**src/rtl/gdr_pkg.sv**
```systemverilog
/*
 * Constants, codes and carrier types for the gas detector holding-register bank.
 * Assumes a serial front end that has already turned each frame into one
 * single-register access.
 */
package gdr_pkg;

   // ***************************************************************
   // Register addresses (16-bit holding-register index)
   // ***************************************************************
   localparam logic [15:0] GDR_A_GAS = 16'h0001;
   localparam logic [15:0] GDR_A_NODE = 16'h0003;
   localparam logic [15:0] GDR_A_KIND = 16'h0004;
   localparam logic [15:0] GDR_A_UNIT = 16'h0005;
   localparam logic [15:0] GDR_A_FW_MAJ = 16'h0006;
   localparam logic [15:0] GDR_A_FW_MIN = 16'h0007;
   localparam logic [15:0] GDR_A_MODE = 16'h0008;
   localparam logic [15:0] GDR_A_VOLT = 16'h0009;
   localparam logic [15:0] GDR_A_FAULT = 16'h000B;
   localparam logic [15:0] GDR_A_TECH = 16'h000C;
   localparam logic [15:0] GDR_A_THR1 = 16'h000E;
   localparam logic [15:0] GDR_A_THR2 = 16'h0010;
   localparam logic [15:0] GDR_A_PREC = 16'h0016;
   localparam logic [15:0] GDR_A_RCFG = 16'h0017;
   localparam logic [15:0] GDR_A_ZAGE = 16'h0018;
   localparam logic [15:0] GDR_A_CMETH = 16'h0019;
   localparam logic [15:0] GDR_A_ACAL = 16'h001A;
   localparam logic [15:0] GDR_A_CAGE = 16'h001C;
   localparam logic [15:0] GDR_A_R1STAT = 16'h001E;
   localparam logic [15:0] GDR_A_R2STAT = 16'h001F;
   localparam logic [15:0] GDR_A_R1CLR = 16'h0020;
   localparam logic [15:0] GDR_A_R2CLR = 16'h0021;

   // ***************************************************************
   // Field positions of the relay configuration bit field
   // ***************************************************************
   localparam int GDR_RCFG_LATCH_LSB = 0;
   localparam int GDR_RCFG_FSAFE_LSB = 2;
   localparam int GDR_RCFG_RISE_LSB = 4;
   localparam int GDR_RCFG_W = 6;

   // ***************************************************************
   // Values and codes
   // ***************************************************************
   localparam logic [15:0] GDR_DAYS_MAX = 16'hEA60;
   localparam logic [15:0] GDR_DAYS_NEVER = 16'hFFFF;
   localparam logic [15:0] GDR_CLR_CMD = 16'h0001;
   localparam logic [15:0] GDR_ZERO16 = 16'h0000;
   localparam logic [7:0] GDR_EXC_NONE = 8'h00;
   localparam logic [7:0] GDR_EXC_ADDR = 8'h02;
   localparam logic [15:0] GDR_KIND_VOLATILE_ORGANIC_GAS = 16'h0007;
   localparam logic [15:0] GDR_UNIT_PPM = 16'h0000;
   localparam logic [15:0] GDR_UNIT_PCT = 16'h0001;
   localparam logic [15:0] GDR_TECH_PHOTOIONIZATION_SENSOR = 16'h0004;
   localparam logic [1:0] GDR_RST_SYNC_INIT = 2'h0;

   typedef enum logic [2:0] {
      GDR_MODE_NORMAL = 3'h0,
      GDR_MODE_ZEROING = 3'h1,
      GDR_MODE_CAL = 3'h2,
      GDR_MODE_ALARM_TEST = 3'h3,
      GDR_MODE_DIAG = 3'h5,
      GDR_MODE_ADVANCED = 3'h6,
      GDR_MODE_ADMIN = 3'h7
   } gdr_mode_e;

   typedef enum logic [2:0] {
      GDR_FLT_NONE = 3'h0,
      GDR_FLT_BOARD_LINK = 3'h1,
      GDR_FLT_ELEMENT_LINK = 3'h4,
      GDR_FLT_ZERO_ERR = 3'h5,
      GDR_FLT_CAL_ERR = 3'h6
   } gdr_fault_e;

   typedef enum logic [2:0] {
      GDR_TECH_ECHEM = 3'h0,
      GDR_TECH_INFRARED = 3'h1,
      GDR_TECH_CAT_BEAD = 3'h2,
      GDR_TECH_PHOTOION = 3'h4
   } gdr_tech_e;

   // ***************************************************************
   // Carriers
   // ***************************************************************
   typedef struct packed {
      logic valid;
      logic write;
      logic [15:0] addr;
      logic [15:0] wdata;
   } gdr_req_s;

   typedef struct packed {
      logic valid;
      logic [7:0] exc;
      logic [15:0] rdata;
   } gdr_rsp_s;

   typedef struct packed {
      logic [31:0] gas;
      logic [31:0] volt;
      logic [31:0] thr1;
      logic [31:0] thr2;
      logic [31:0] acal;
      logic [15:0] node;
      logic unit_pct;
      gdr_mode_e mode;
      gdr_fault_e fault;
      gdr_tech_e tech;
      logic [15:0] precision;
      logic [GDR_RCFG_W-1:0] rcfg;
      logic [15:0] zero_days;
      logic [15:0] cal_days;
      logic cal_auto;
   } gdr_stat_s;

endpackage

```
**src/rtl/gdr_regbank.sv**
```systemverilog
/*
 * Holding-register bank of the gas detector, with the relay latch logic
 * that its two clear registers act on.
 * Assumes a serial front end that hands over one decoded register access
 * per request pulse and accepts a one-cycle answer pulse in return; all
 * live values arrive synchronous to i_clk_sys.
 */
//
// Function
// - Bank is reached by serial-bus register accesses shared by many nodes.
// - Each float value spans two consecutive 16-bit registers from its address.
// - Only the two relay-clear registers take writes; all others are read-only.
// - Writing 1 to clear register one drops relay one latch; reads give 0.
// - Writing 1 to clear register two drops relay two latch; reads give 0.
// - Day counters read 0 to 60000; anything higher means never done.
// - Gas kind register holds an enumerated code, 7 for organic vapours.
// - Unit register reads 0 for ppm and 1 for percent.
// - Mode codes 0,1,2,3,5,6,7 as listed; code 4 unused.
// - Fault codes 0,1,4,5,6 as listed.
// - Technology codes 0,1,2 and 4 as listed.
// - Config bits 0 and 1 pick latch or auto reset per relay.
// - Config bits 2 and 3 enable failsafe per relay.
// - Config bits 4 and 5 pick rising or falling alarm direction.
// - Calibration method reads 0 manual, 1 automatic.
`timescale 1ns/1ns
module gdr_regbank
   import gdr_pkg::*;
#(
   parameter logic [15:0] FW_MAJOR = 16'h0001, // Arbitrary value
   parameter logic [15:0] FW_MINOR = 16'h0000, // Arbitrary value
   parameter logic [15:0] GAS_KIND = GDR_KIND_VOLATILE_ORGANIC_GAS,
   parameter int N_RELAY = 2
) (
   // Clock and reset
   input wire logic i_clk_sys,
   input wire logic i_rstn,
   // Register access from the serial front end
   input wire gdr_req_s i_req,
   output gdr_rsp_s o_rsp,
   // Live detector values
   input wire gdr_stat_s i_stat,
   // Alarm conditions from the measurement path, level per relay
   input wire logic [N_RELAY-1:0] i_gas_above,
   // Relay outputs
   output logic [N_RELAY-1:0] o_relay_active,
   output logic [N_RELAY-1:0] o_relay_coil
);

   // ***************************************************************
   // Reset release
   // ***************************************************************
   logic [1:0] rst_sync_ff;
   logic rstn;

   always_ff @(posedge i_clk_sys or negedge i_rstn) begin
      if (!i_rstn) begin
         rst_sync_ff <= GDR_RST_SYNC_INIT;
      end else begin
         rst_sync_ff <= {rst_sync_ff[0], 1'b1};
      end
   end
   assign rstn = rst_sync_ff[1];

   // ***************************************************************
   // Address decode
   // ***************************************************************
   logic [15:0] a;
   logic hit_ro;
   logic hit_clr1;
   logic hit_clr2;
   logic [15:0] rd_val;
   logic [N_RELAY-1:0] clr_req;

   // Day counters: anything past the limit reads as the never code
   function automatic logic [15:0] days_rd(input logic [15:0] d);
      return (d > GDR_DAYS_MAX) ? GDR_DAYS_NEVER : d;
   endfunction

   assign a = i_req.addr;

   always_comb begin
      hit_ro = 1'b1;
      hit_clr1 = 1'b0;
      hit_clr2 = 1'b0;
      rd_val = GDR_ZERO16;
      // Floats: high word at the listed address, low word one above
      if (a == GDR_A_GAS) begin
         rd_val = i_stat.gas[31:16];
      end else if (a == GDR_A_GAS + 16'h0001) begin
         rd_val = i_stat.gas[15:0];
      end else if (a == GDR_A_NODE) begin
         rd_val = i_stat.node;
      end else if (a == GDR_A_KIND) begin
         rd_val = GAS_KIND;
      end else if (a == GDR_A_UNIT) begin
         rd_val = i_stat.unit_pct ? GDR_UNIT_PCT : GDR_UNIT_PPM;
      end else if (a == GDR_A_FW_MAJ) begin
         rd_val = FW_MAJOR;
      end else if (a == GDR_A_FW_MIN) begin
         rd_val = FW_MINOR;
      end else if (a == GDR_A_MODE) begin
         rd_val = {13'h0000, i_stat.mode};
      end else if (a == GDR_A_VOLT) begin
         rd_val = i_stat.volt[31:16];
      end else if (a == GDR_A_VOLT + 16'h0001) begin
         rd_val = i_stat.volt[15:0];
      end else if (a == GDR_A_FAULT) begin
         rd_val = {13'h0000, i_stat.fault};
      end else if (a == GDR_A_TECH) begin
         rd_val = {13'h0000, i_stat.tech};
      end else if (a == GDR_A_THR1) begin
         rd_val = i_stat.thr1[31:16];
      end else if (a == GDR_A_THR1 + 16'h0001) begin
         rd_val = i_stat.thr1[15:0];
      end else if (a == GDR_A_THR2) begin
         rd_val = i_stat.thr2[31:16];
      end else if (a == GDR_A_THR2 + 16'h0001) begin
         rd_val = i_stat.thr2[15:0];
      end else if (a == GDR_A_PREC) begin
         rd_val = i_stat.precision;
      end else if (a == GDR_A_RCFG) begin
         rd_val = {10'h000, i_stat.rcfg};
      end else if (a == GDR_A_ZAGE) begin
         rd_val = days_rd(i_stat.zero_days);
      end else if (a == GDR_A_CMETH) begin
         rd_val = {15'h0000, i_stat.cal_auto};
      end else if (a == GDR_A_ACAL) begin
         rd_val = i_stat.acal[31:16];
      end else if (a == GDR_A_ACAL + 16'h0001) begin
         rd_val = i_stat.acal[15:0];
      end else if (a == GDR_A_CAGE) begin
         rd_val = days_rd(i_stat.cal_days);
      end else if (a == GDR_A_R1STAT) begin
         rd_val = {15'h0000, o_relay_active[0]};
      end else if (a == GDR_A_R2STAT) begin
         rd_val = {15'h0000, o_relay_active[1]};
      end else if (a == GDR_A_R1CLR) begin
         hit_ro = 1'b0;
         hit_clr1 = 1'b1;
         rd_val = GDR_ZERO16;
      end else if (a == GDR_A_R2CLR) begin
         hit_ro = 1'b0;
         hit_clr2 = 1'b1;
         rd_val = GDR_ZERO16;
      end else begin
         hit_ro = 1'b0;
      end
   end

   // Only a value of exactly 1 clears; other values are taken and ignored
   assign clr_req[0] = i_req.valid && i_req.write && hit_clr1 &&
                       (i_req.wdata == GDR_CLR_CMD);
   assign clr_req[1] = i_req.valid && i_req.write && hit_clr2 &&
                       (i_req.wdata == GDR_CLR_CMD);

   // ***************************************************************
   // Answer to the front end
   // ***************************************************************
   logic bad;
   gdr_rsp_s rsp_ff;

   // Writes to read-only and all unmapped accesses are refused
   assign bad = i_req.write ? !(hit_clr1 || hit_clr2) :
                !(hit_ro || hit_clr1 || hit_clr2);

   always_ff @(posedge i_clk_sys or negedge rstn) begin
      if (!rstn) begin
         rsp_ff <= '0;
      end else begin
         rsp_ff.valid <= i_req.valid;
         rsp_ff.exc <= (i_req.valid && bad) ? GDR_EXC_ADDR : GDR_EXC_NONE;
         rsp_ff.rdata <= (i_req.valid && !bad && !i_req.write) ? rd_val : GDR_ZERO16;
      end
   end
   assign o_rsp = rsp_ff;

   // ***************************************************************
   // Relay state, one slice per relay
   // ***************************************************************
   logic [N_RELAY-1:0] active_ff;
   logic [N_RELAY-1:0] coil_ff;

   genvar g;
   generate
      for (g = 0; g < N_RELAY; g++) begin : g_relay
         logic latch_en;
         logic fsafe;
         logic rising;
         logic trip;
         logic nxt_active;

         assign latch_en = i_stat.rcfg[GDR_RCFG_LATCH_LSB + g];
         assign fsafe = i_stat.rcfg[GDR_RCFG_FSAFE_LSB + g];
         assign rising = i_stat.rcfg[GDR_RCFG_RISE_LSB + g];
         // Falling alarms trip when the reading sits below the threshold
         assign trip = rising ? i_gas_above[g] : !i_gas_above[g];

         // A trip in the clearing cycle keeps the relay set
         always_comb begin
            if (trip) begin
               nxt_active = 1'b1;
            end else if (latch_en) begin
               nxt_active = active_ff[g] && !clr_req[g];
            end else begin
               nxt_active = 1'b0;
            end
         end

         always_ff @(posedge i_clk_sys or negedge rstn) begin
            if (!rstn) begin
               active_ff[g] <= 1'b0;
               coil_ff[g] <= 1'b0;
            end else begin
               active_ff[g] <= nxt_active;
               // Failsafe coil is held energised and drops on alarm
               coil_ff[g] <= fsafe ? !nxt_active : nxt_active;
            end
         end
      end
   endgenerate

   assign o_relay_active = active_ff;
   assign o_relay_coil = coil_ff;

endmodule

```
**config.mk**
```make
export PLATFORM = sky130hd
export DESIGN_NAME = gdr_regbank
export DESIGN_NICKNAME = d
export VERILOG_FILES = /design/src/rtl/gdr_pkg.sv /design/src/rtl/gdr_regbank.sv
export SDC_FILE = /design/constraint.sdc
export NUM_CORES = 1
export LEC_CHECK = 0
export BUFFER_PORTS_ARGS = -buffer_cell sky130_fd_sc_hd__clkbuf_2
export CAP_MARGIN = 20
export CORE_AREA = 2 2 119 121
export CTS_BUF_LIST = sky130_fd_sc_hd__clkbuf_2
export DETAILED_ROUTE_END_ITERATION = 10
export DIE_AREA = 0 0 121 123
export PLACE_DENSITY_LB_ADDON = 0.1
export SETUP_SLACK_MARGIN = 0.3
export SLEW_MARGIN = 10
export SYNTH_ARGS = -nofsm -noshare
export SYNTH_HDL_FRONTEND = slang
export SYNTH_SLANG_ARGS = --single-unit
export TNS_END_PERCENT = 50
```
**constraint.sdc**
```tcl
create_clock -name i_clk_sys -period 0.8 [get_ports i_clk_sys]
set_input_delay 0.08 -clock i_clk_sys [delete_from_list [all_inputs] [get_ports i_clk_sys]]
set_output_delay 0.08 -clock i_clk_sys [all_outputs]
set_load 0.02 [all_outputs]
```
==> flow_summary.json, run 1 <==
{
  "worstMarginPinSlew_ps": 504,
  "cts_root_buf": "clkbuf_2",
  "fmax_mhz": 499,
  "rsz0062_at_grt": "true",
  "port-buffer-count": 300,
  "clkSinkCount": 24,
  "hp-class": "in -> reg",
  "synthTopCellsByArea": "dfrtp_1 (16%), o21ai_0 (4.8%), nand2_1 (4.4%)",
  "ir_drop_mv": 0.265,
  "drive_above_1_share": 0.623,
  "grt_pass1_vias": 6543,
  "synth_commonest_cells": "nand2_1 (44), nor2_1 (41), o21ai_0 (36), a21oi_1 (26), dfrtp_1 (24)",
  "area_growth_pct": 105,
  "power.total_mw": 3.87,
  "cp.required_ps": 1110,
  "async_flop_share": 1.00,
  "dpl.hpwl_um": 21300,
  "cts_made_buffers": 3,
  "synth_top_area_share": 0.160,
  "cts_buffer_depth": 2,
  "cts_hold_buffers": 1,
  "ys_seq_elements": 24,
  "p_int_mw": 2.44,
  "grt_max_degree": 23,
  "io-pin-count": 308,
  "grt_pass1_wl_um": 36400,
  "post_dp_cell_area_um2": 6970,
  "power.switching_mw": 1.43,
  "cts_tree": "yes",
  "antenna_found_initial": 0,
  "die_area_um2": 14900,
  "drc_errors": 0,
  "synth_ff_type": "dfrtp_1",
  "outcome": "finished with violations",
  "dpl.cell_count": 1148,
  "critical_path.max_fanout": 5,
  "rows": 43,
  "worst_setup_path_start_kind": "primary input",
  "violations": "negative hold slack, negative setup slack",
  "final_cell_area_um2": 7690,
  "fin_skew_ps": 8.59,
  "fin_ws_ps": -1200,
  "endpoint_kind": "flip-flop",
  "via_per_inst": 5.52,
  "netlist_area_um2": 3760,
  "synth_cell_type_count": 80,
  "syn_avg_cell_area_um2": 7.43,
  "path_clk_slew_ps": 270,
  "holdWs_ps": -59.8,
  "first_iter_violations": 658,
  "grt_usage": 0.323,
  "fin_cells": 1188,
  "grt_overflow_total": 0,
  "gp_congestion": 1.02,
  "ant_nets": 0,
  "cp.arrival_ps": 2310,
  "core_um2": 13600,
  "wl_um": 25500,
  "start_util": 0.276,
  "synth_most_common_cell": "nand2_1",
  "min_period_ps": 2000,
  "maxCapViolations": 0,
  "drtPass1Iterations": 5,
  "routedWlPerCell_um": 21.5,
  "seqPwrFrac": 0.329,
  "pre_cts_ws_ps": -1690,
  "p_per_area_nw_per_um2": 503,
  "worstSetupPathType": "in -> reg",
  "maxSlewHeadroom": 0.656,
  "chipWidth_um": 121,
  "maxSlewViolCount": 0,
  "vias": 6562,
  "p_clk_frac": 0.138,
  "leakage_nw": 3.80,
  "yosysSeqAreaShare": 0.160,
  "die_y_um": 123,
  "hold_viol": 7,
  "period_share": 2.51,
  "yosysWarnings": 0,
  "insertion_delay_ps": 360,
  "setup_violations": 43,
  "fin_tns_setup_ps": -28100,
  "yosys.area.top_type": "dfrtp_1",
  "synthCells": 506,
  "h-tree-depth": 1,
  "layout.nets": 1288,
  "swShare": 0.370,
  "antenna_cells": 0,
  "synth_edf_count": 0,
  "pwr-share-comb": 0.533
}
==> per-layer routing <==
layer	routed length [um]	vias to the layer above	global-route usage
met5	0	-	0
met4	622	0	0.0690
met3	2280	44	0.0475
met2	12000	415	0.553
met1	10600	3077	0.431
li1	-	3026	-
==> power by group through the flow <==
stage	clock network, mW	registers [mW]	logic [mW]
floorplan	0	1.35	0.467
global placement	0	1.29	1.94
detailed placement	0	1.29	1.94
CTS	0.539	1.27	2.00
global route	0.580	1.28	2.19
finish	0.533	1.27	2.06
==> cell families (layout without fill, tap and decap cells) <==
family / after synthesis / in the layout / share of synthesized area
and+or+nand+nor: 213 / 213 / 0.348
AOI/OAI and AO/OA: 205 / 205 / 0.397
buffers and inverters: 54 / 550 / 0.0733
DFF: 24 / 24 / 0.160
xor gates and xnor gates: 5 / 5 / 0.0117
muxes: 3 / 3 / 0.00833
other: 2 / 8 / 0.00200
==> sequential cells by signal (all words and copies together), names as in the netlist <==
register / cells
o_relay_coil: 2
rst_sync_ff: 2
o_rsp: 18
o_relay_active: 2
==> area by class of cell <==
cell class              count  area [um2]
fillers                  1316        5920
well taps                 180         225
multi-input cells         434        3280
inverters                   9        33.8
flip-flops and latches     24         602
clock inverters             1        3.75
repair buffers            537        3540
clock buffers               3        15.0
==> critical path, stage by stage <==
cell      delay [ps]
buf_6             90
or4_4            590
buf_12           170
buf_12           120
nor4_4           270
a32oi_1          120
a222oi_1         350
o32ai_1          120
and2_1           160
nor4_2           230
==> metrics by stage <==
stage | utilization | hold WS [ps]
after CTS | 0.542 | -69.7
after floorplan | - | -216
after global routing | 0.565 | -72.5
final | 0.565 | -59.8
after global placement | 0.512 | -135
after detailed placement | 0.512 | -132
==> cell usage in the layout (no fill, tap or decap), types with 7 or more instances in the layout <==
cell      count
a211o_1       7
a211oi_2     10
a21oi_1      18
a21oi_2       8
a221oi_1     13
a222oi_1      9
a22oi_1      16
buf_12        9
buf_2        18
buf_4       200
buf_6        28
clkbuf_2    280
conb_1        8
dfrtp_1      23
inv_1         8
nand2_1      42
nand2b_1      7
nand3_1      14
nand4_1      11
nor2_1       39
nor2b_1      12
nor3_1       12
nor4_1        9
nor4_4        8
o21ai_0      23
o21ai_1      11
o22ai_1      18
==> timing repair <==
| action | 4_1_cts | 5_1_grt |
|---|---|---|
| gates resized for setup | 59 | 76 |
| endpoints found under the hold margin | 9 | 10 |
| pin swaps | 32 | 22 |
| cloned | 2 | 2 |
| setup endpoints to repair | 43 | 44 |
| setup buffers | 20 | 11 |
==> path summary, 6_finish.rpt <==
path | from | to | slack (ps) | depth (start not counted)
worst max-delay path | i_req[30] | o_rsp[1] | -1200 | 10
worst min-delay path | i_req[33] | o_rsp[24] | -60 | 2
worst max register to register | o_relay_active[1] | o_rsp[0] | -730 | 7
worst min register to register | rst_sync_ff[1] | o_rsp[14] | 210 | 1
max in group asynchronous | rst_sync_ff[1] | o_rsp[10] | 440 | 1
min in group asynchronous | i_rstn | rst_sync_ff[1] | -10 | 2
No activity file was read; power rests on OpenSTA's default activity.
==> run 2, diff against run 1 <==
--- a/config.mk
+++ b/config.mk
@@ -13,6 +13,7 @@
 export DIE_AREA = 0 0 121 123
 export PLACE_DENSITY_LB_ADDON = 0.1
 export SETUP_SLACK_MARGIN = 0.3
+export SKIP_LAST_GASP = 1
 export SLEW_MARGIN = 10
 export SYNTH_ARGS = -nofsm -noshare
 export SYNTH_HDL_FRONTEND = slang
==> run 2 against run 1 <==
Net effect:
- the flow still finishes with violations (negative hold slack, negative setup slack)
- core utilization shrank 0.10 points
- sequential share of layout area is essentially flat
- first-iteration DRC count grew 14%
- non-clock buffer count grew 4
- largest power group unchanged
- highest routed layer unchanged
==> flow_summary.json, run 2 (same netlist as run 1, synthesis figures left out) <==
{
  "final_common_cell": "clkbuf_2",
  "grt_max_degree": 23,
  "holdPathEnd": "o_rsp[24]",
  "leakage_nw": 3.82,
  "ir_drop_mv": 0.265,
  "port-buffer-count": 300,
  "grt_pass1_vias": 6544,
  "p_per_area_nw_per_um2": 504,
  "via_per_inst": 5.56,
  "fin_skew_ps": 4.60,
  "hold_start": "i_req[33]",
  "fin_ws_ps": -1220,
  "r2r_cells": 7,
  "r2r-end": "o_rsp[0]",
  "routedWlPerCell_um": 21.4,
  "ant_nets": 0,
  "worstMarginPinSlew_ps": 529,
  "antenna_found_initial": 0,
  "largest_reg_flops": 18,
  "holdWs_ps": -59.9,
  "maxCapViolations": 0,
  "die_area_um2": 14900,
  "grt_overflow_total": 0,
  "crit_top_cell": "buf_4",
  "rows": 43,
  "fin_tns_setup_ps": -28850,
  "fmax_mhz": 495,
  "grt_pass1_wl_um": 36300,
  "cp.arrival_ps": 2320,
  "clkSinkCount": 24,
  "chipWidth_um": 121,
  "drc_errors": 0,
  "worstSetupPathType": "in -> reg",
  "area_growth_pct": 104,
  "cts_hold_buffers": 1,
  "worst_setup_path_start_kind": "primary input",
  "cts_buffer_depth": 2,
  "maxSlewHeadroom": 0.642,
  "rsz0062_at_grt": "true",
  "cp.required_ps": 1100,
  "period_share": 2.52,
  "core_um2": 13600,
  "gp_congestion": 1.02,
  "hold_depth": 2,
  "final_cell_mix": "clkbuf_2 (300), buf_4 (208), nand2_1 (41)",
  "cts_made_buffers": 3,
  "critical_path.max_fanout": 6,
  "wl_um": 25500,
  "vias": 6625,
  "layout.nets": 1292,
  "setup_violations": 43,
  "hp-class": "in -> reg",
  "first_iter_violations": 751,
  "min_period_ps": 2020,
  "cts_tree": "yes",
  "io-pin-count": 308,
  "insertion_delay_ps": 360,
  "endpoint_kind": "flip-flop",
  "slowest_stage": "nor4_4",
  "critPathMaxStageDelay_ps": 240,
  "drtPass1Iterations": 6,
  "outcome": "finished with violations",
  "path_clk_slew_ps": 270,
  "drive_above_1_share": 0.623,
  "worst-r2r-setup-slack_ps": -730,
  "timing.rr.start": "o_relay_active[1]",
  "die_y_um": 123,
  "antenna_cells": 0,
  "final_util": 0.564,
  "dpl.hpwl_um": 21300,
  "start_util": 0.276,
  "violations": "negative hold slack, negative setup slack",
  "h-tree-depth": 1,
  "power.total_mw": 3.87,
  "maxSlewViolCount": 0,
  "crit_chain": "buf_6 -> buf_4 -> buf_4 -> buf_4 -> nor4_4 -> buf_4 -> nand3_2 -> buf_6 -> nor3_4 -> buf_6 -> a222oi_1 -> and3_1 -> nand4_1 -> nor4bb_2",
  "cts_root_buf": "clkbuf_2",
  "hold_viol": 8,
  "grt_usage": 0.322
}
-- run 2: changes by cell type in the layout (fill, tap and decap cells not counted), moves of 2 or more --
cell,previous run,this run
nand3_2,1,3
buf_4,200,208
buf_2,18,2
o21ai_2,5,3
clkbuf_2,280,300
buf_6,28,20
nand3_4,3,1
o21ai_1,11,8
o21ai_0,23,28
-- run 2: stage by stage --
step                instances  hold slack, ps  setup WS [ps]  area [um2]
floorplan                 512            -216          -1290        3880
global placement         1148            -135          -1640        6970
finish                   1192           -59.9          -1220        7680
global route             1192           -72.5          -1280        7680
detailed placement       1148            -132          -1690        6970
CTS                      1175           -69.7          -1190        7370
-- run 2: layer usage --
| layer | part of all wire | track usage |
|---|---|---|
| met1 | 0.42 | 0.429 |
| met3 | 0.087 | 0.0507 |
| met5 | 0 | 0 |
| met2 | 0.47 | 0.550 |
| met4 | 0.019 | 0.0698 |
-- run 2: area by class of cell --
class | count | area [um2]
multi-input cells | 434 | 3270
well taps | 180 | 225
repair buffers | 541 | 3540
flip-flops and latches | 24 | 602
clock buffers | 3 | 15.0
inverters | 9 | 33.8
fillers | 1319 | 5930
clock inverters | 1 | 3.75
-- run 2: worst max path at each step --
stage | startpoint | to | slack, ps
after floorplan | i_req[23] | o_rsp[4] | -1290
after global placement | i_req[29] | o_relay_coil[1] | -1640
after detailed placement | i_req[29] | o_rsp[6] | -1690
after CTS | i_req[25] | o_relay_coil[1] | -1190
after global routing | i_req[23] | o_rsp[2] | -1280
final | i_req[30] | o_rsp[6] | -1220
-- run 2: worst max-delay path: cells and delay by family --
family                 cells  cell delay, ps
AND/OR/NAND/NOR            6            1100
buffers and inverters      7             970
AO/OA/AOI/OAI              1             140
-- run 2: repair_timing --
action,CTS,global route
cloned,2,1
pin swaps,32,26
resized for setup,50,44
buffers inserted,20,16
endpoints found under the setup margin,43,44
endpoints found under the hold margin,9,10
-- run 2: report_power, final --
part / internal [mW] / leakage (nW) / switching, mW
logic: 1.07 / 3.49 / 0.988
clock network: 0.109 / 0.0140 / 0.429
registers: 1.25 / 0.314 / 0.0203
==> run 3, diff against run 2 <==
--- a/config.mk
+++ b/config.mk
@@ -12,6 +12,7 @@
 export DETAILED_ROUTE_END_ITERATION = 10
 export DIE_AREA = 0 0 121 123
 export PLACE_DENSITY_LB_ADDON = 0.1
+export REMOVE_ABC_BUFFERS = 1
 export SETUP_SLACK_MARGIN = 0.3
 export SKIP_LAST_GASP = 1
 export SLEW_MARGIN = 10
==> run 3 against run 2 <==
Net effect:
- the run still ends with negative hold slack, negative setup slack left
- non-clock buffer count decreased by 6
- clock power decreased by 4.1%
- combinational power decreased by 2%
- cell area decreased by 1.1%
- global-route usage increased by 0.68 points
- first-iteration DRC count decreased by 29%
- worst hold slack about the same
- total power decreased by 1.8%
==> flow_summary.json, run 3 (same netlist as run 1, synthesis figures left out) <==
{
  "final_cell_area_um2": 7600,
  "grt_usage": 0.329,
  "worstSetupPathType": "in -> reg",
  "grt_pass1_vias": 6739,
  "antenna_found_initial": 1,
  "power.total_mw": 3.81,
  "first_iter_violations": 532,
  "grt_overflow_total": 0,
  "clkSinkCount": 24,
  "gp_congestion": 0.983,
  "min_period_ps": 2000,
  "period_share": 2.50,
  "drtPass1Iterations": 7,
  "port-buffer-count": 300,
  "grt.met1_usage": 0.438,
  "ir_drop_mv": 0.311,
  "cts_tree": "yes",
  "vias": 6561,
  "final_util": 0.558,
  "p_per_area_nw_per_um2": 501,
  "pre_cts_ws_ps": -1890,
  "rsz0062_at_grt": "true",
  "wl_um": 25300,
  "cts_buffer_depth": 2,
  "routedWlPerCell_um": 21.3,
  "hold_viol": 9,
  "endpoint_kind": "flip-flop",
  "busiest_layer": "met2",
  "path_clk_slew_ps": 230,
  "grt_use_met3": 0.0424,
  "maxSlewViolCount": 0,
  "cts_made_buffers": 3,
  "critical_path.max_fanout": 6,
  "grt_max_degree": 23,
  "nFillCells": 1337,
  "leakage_nw": 3.75,
  "grt_use_met2": 0.546,
  "layout.nets": 1286,
  "via_per_inst": 5.53,
  "largest_reg_flops": 18,
  "maxSlewHeadroom": 0.604,
  "core_um2": 13600,
  "final_common_cell": "clkbuf_2",
  "worstMarginPinSlew_ps": 591,
  "final_cell_mix": "clkbuf_2 (297), buf_4 (205), nand2_1 (41)",
  "cp.required_ps": 1070,
  "cts_root_buf": "clkbuf_2",
  "post_dp_cell_area_um2": 6900,
  "outcome": "finished with violations",
  "fmax_mhz": 500,
  "h-tree-depth": 1,
  "start_util": 0.276,
  "cp.arrival_ps": 2270,
  "drc_errors": 0,
  "drive_above_1_share": 0.613,
  "worst-r2r-setup-slack_ps": -980,
  "setup_violations": 43,
  "fin_ws_ps": -1200,
  "cts_hold_buffers": 1,
  "multi_input_area_um2": 3210,
  "rows": 43,
  "ant_nets": 0,
  "maxCapViolations": 0,
  "area_growth_pct": 102,
  "fin_skew_ps": 16.5,
  "hp-class": "in -> reg",
  "worst_setup_path_start_kind": "primary input",
  "insertion_delay_ps": 380,
  "ff_latch_area_um2": 601,
  "die_y_um": 123,
  "die_area_um2": 14900,
  "violations": "negative hold slack, negative setup slack",
  "dpl.hpwl_um": 21100,
  "holdWs_ps": -59.6,
  "chipWidth_um": 121,
  "grt_pass1_wl_um": 37100,
  "io-pin-count": 308
}
[run 3: cell count changes in the layout (fill, tap and decap cells not counted), sizes merged]
cell,previous run,this run
buf,241,238
clkbuf,302,299
diode,0,1
[run 3: worst max-delay path: stages]
cell and delay (ps):
buf_6 90, or4_4 620, buf_6 190, nor4_4 260, buf_4 180, buf_4 110
buf_4 100, inv_1 30, o21ai_1 150, a21oi_1 100, buf_4 140, o21a_1 200
[run 3: layout make-up]
type,count,area share
Tap cell,180,0.0296
Clock inverter,1,0.000494
Sequential cell,24,0.0791
Timing Repair Buffer,535,0.461
Antenna cell,1,0.000329
Inverter,9,0.00445
Clock buffer,3,0.00198
Multi-Input combinational cell,434,0.423
[run 3: stage by stage]
stage / setup TNS (ps) / std cells
2_1_floorplan: -36670 / 467
3_3_place_gp: -33630 / 1154
3_5_place_dp: -34220 / 1154
4_1_cts: -27920 / 1183
5_1_grt: -30370 / 1187
6_report: -28080 / 1187
[run 3: metal layers]
layer / routed length (um) / part of all wire
met5: 0 / 0
met2: 11600 / 0.46
met4: 875 / 0.035
met3: 2270 / 0.090
met1: 10500 / 0.42
[run 3: report_power, final]
| part | internal, mW | switching, mW | total [mW] |
|---|---|---|---|
| combinational | 1.07 | 0.949 | 2.02 |
| clock | 0.108 | 0.408 | 0.516 |
| sequential | 1.25 | 0.0175 | 1.27 |
[run 3: repair_timing]
action                                  CTS  global route
gates resized for setup                  78            29
endpoints found under the setup margin   43            44
hold endpoints to repair                 17            12
gates cloned                              1             0
setup buffers                            23             3
pin swaps                                36            11
[run 3: final timing paths]
path,startpoint,end,cells after the start
worst max-delay path,i_req[23],o_rsp[0],12
worst max register to register,o_relay_active[1],o_rsp[0],7
worst min-delay path,i_req[33],o_rsp[24],2
max in group asynchronous,rst_sync_ff[1],o_rsp[1],1
min in group asynchronous,i_rstn,rst_sync_ff[0],2
worst min register to register,rst_sync_ff[1],o_relay_coil[0],1
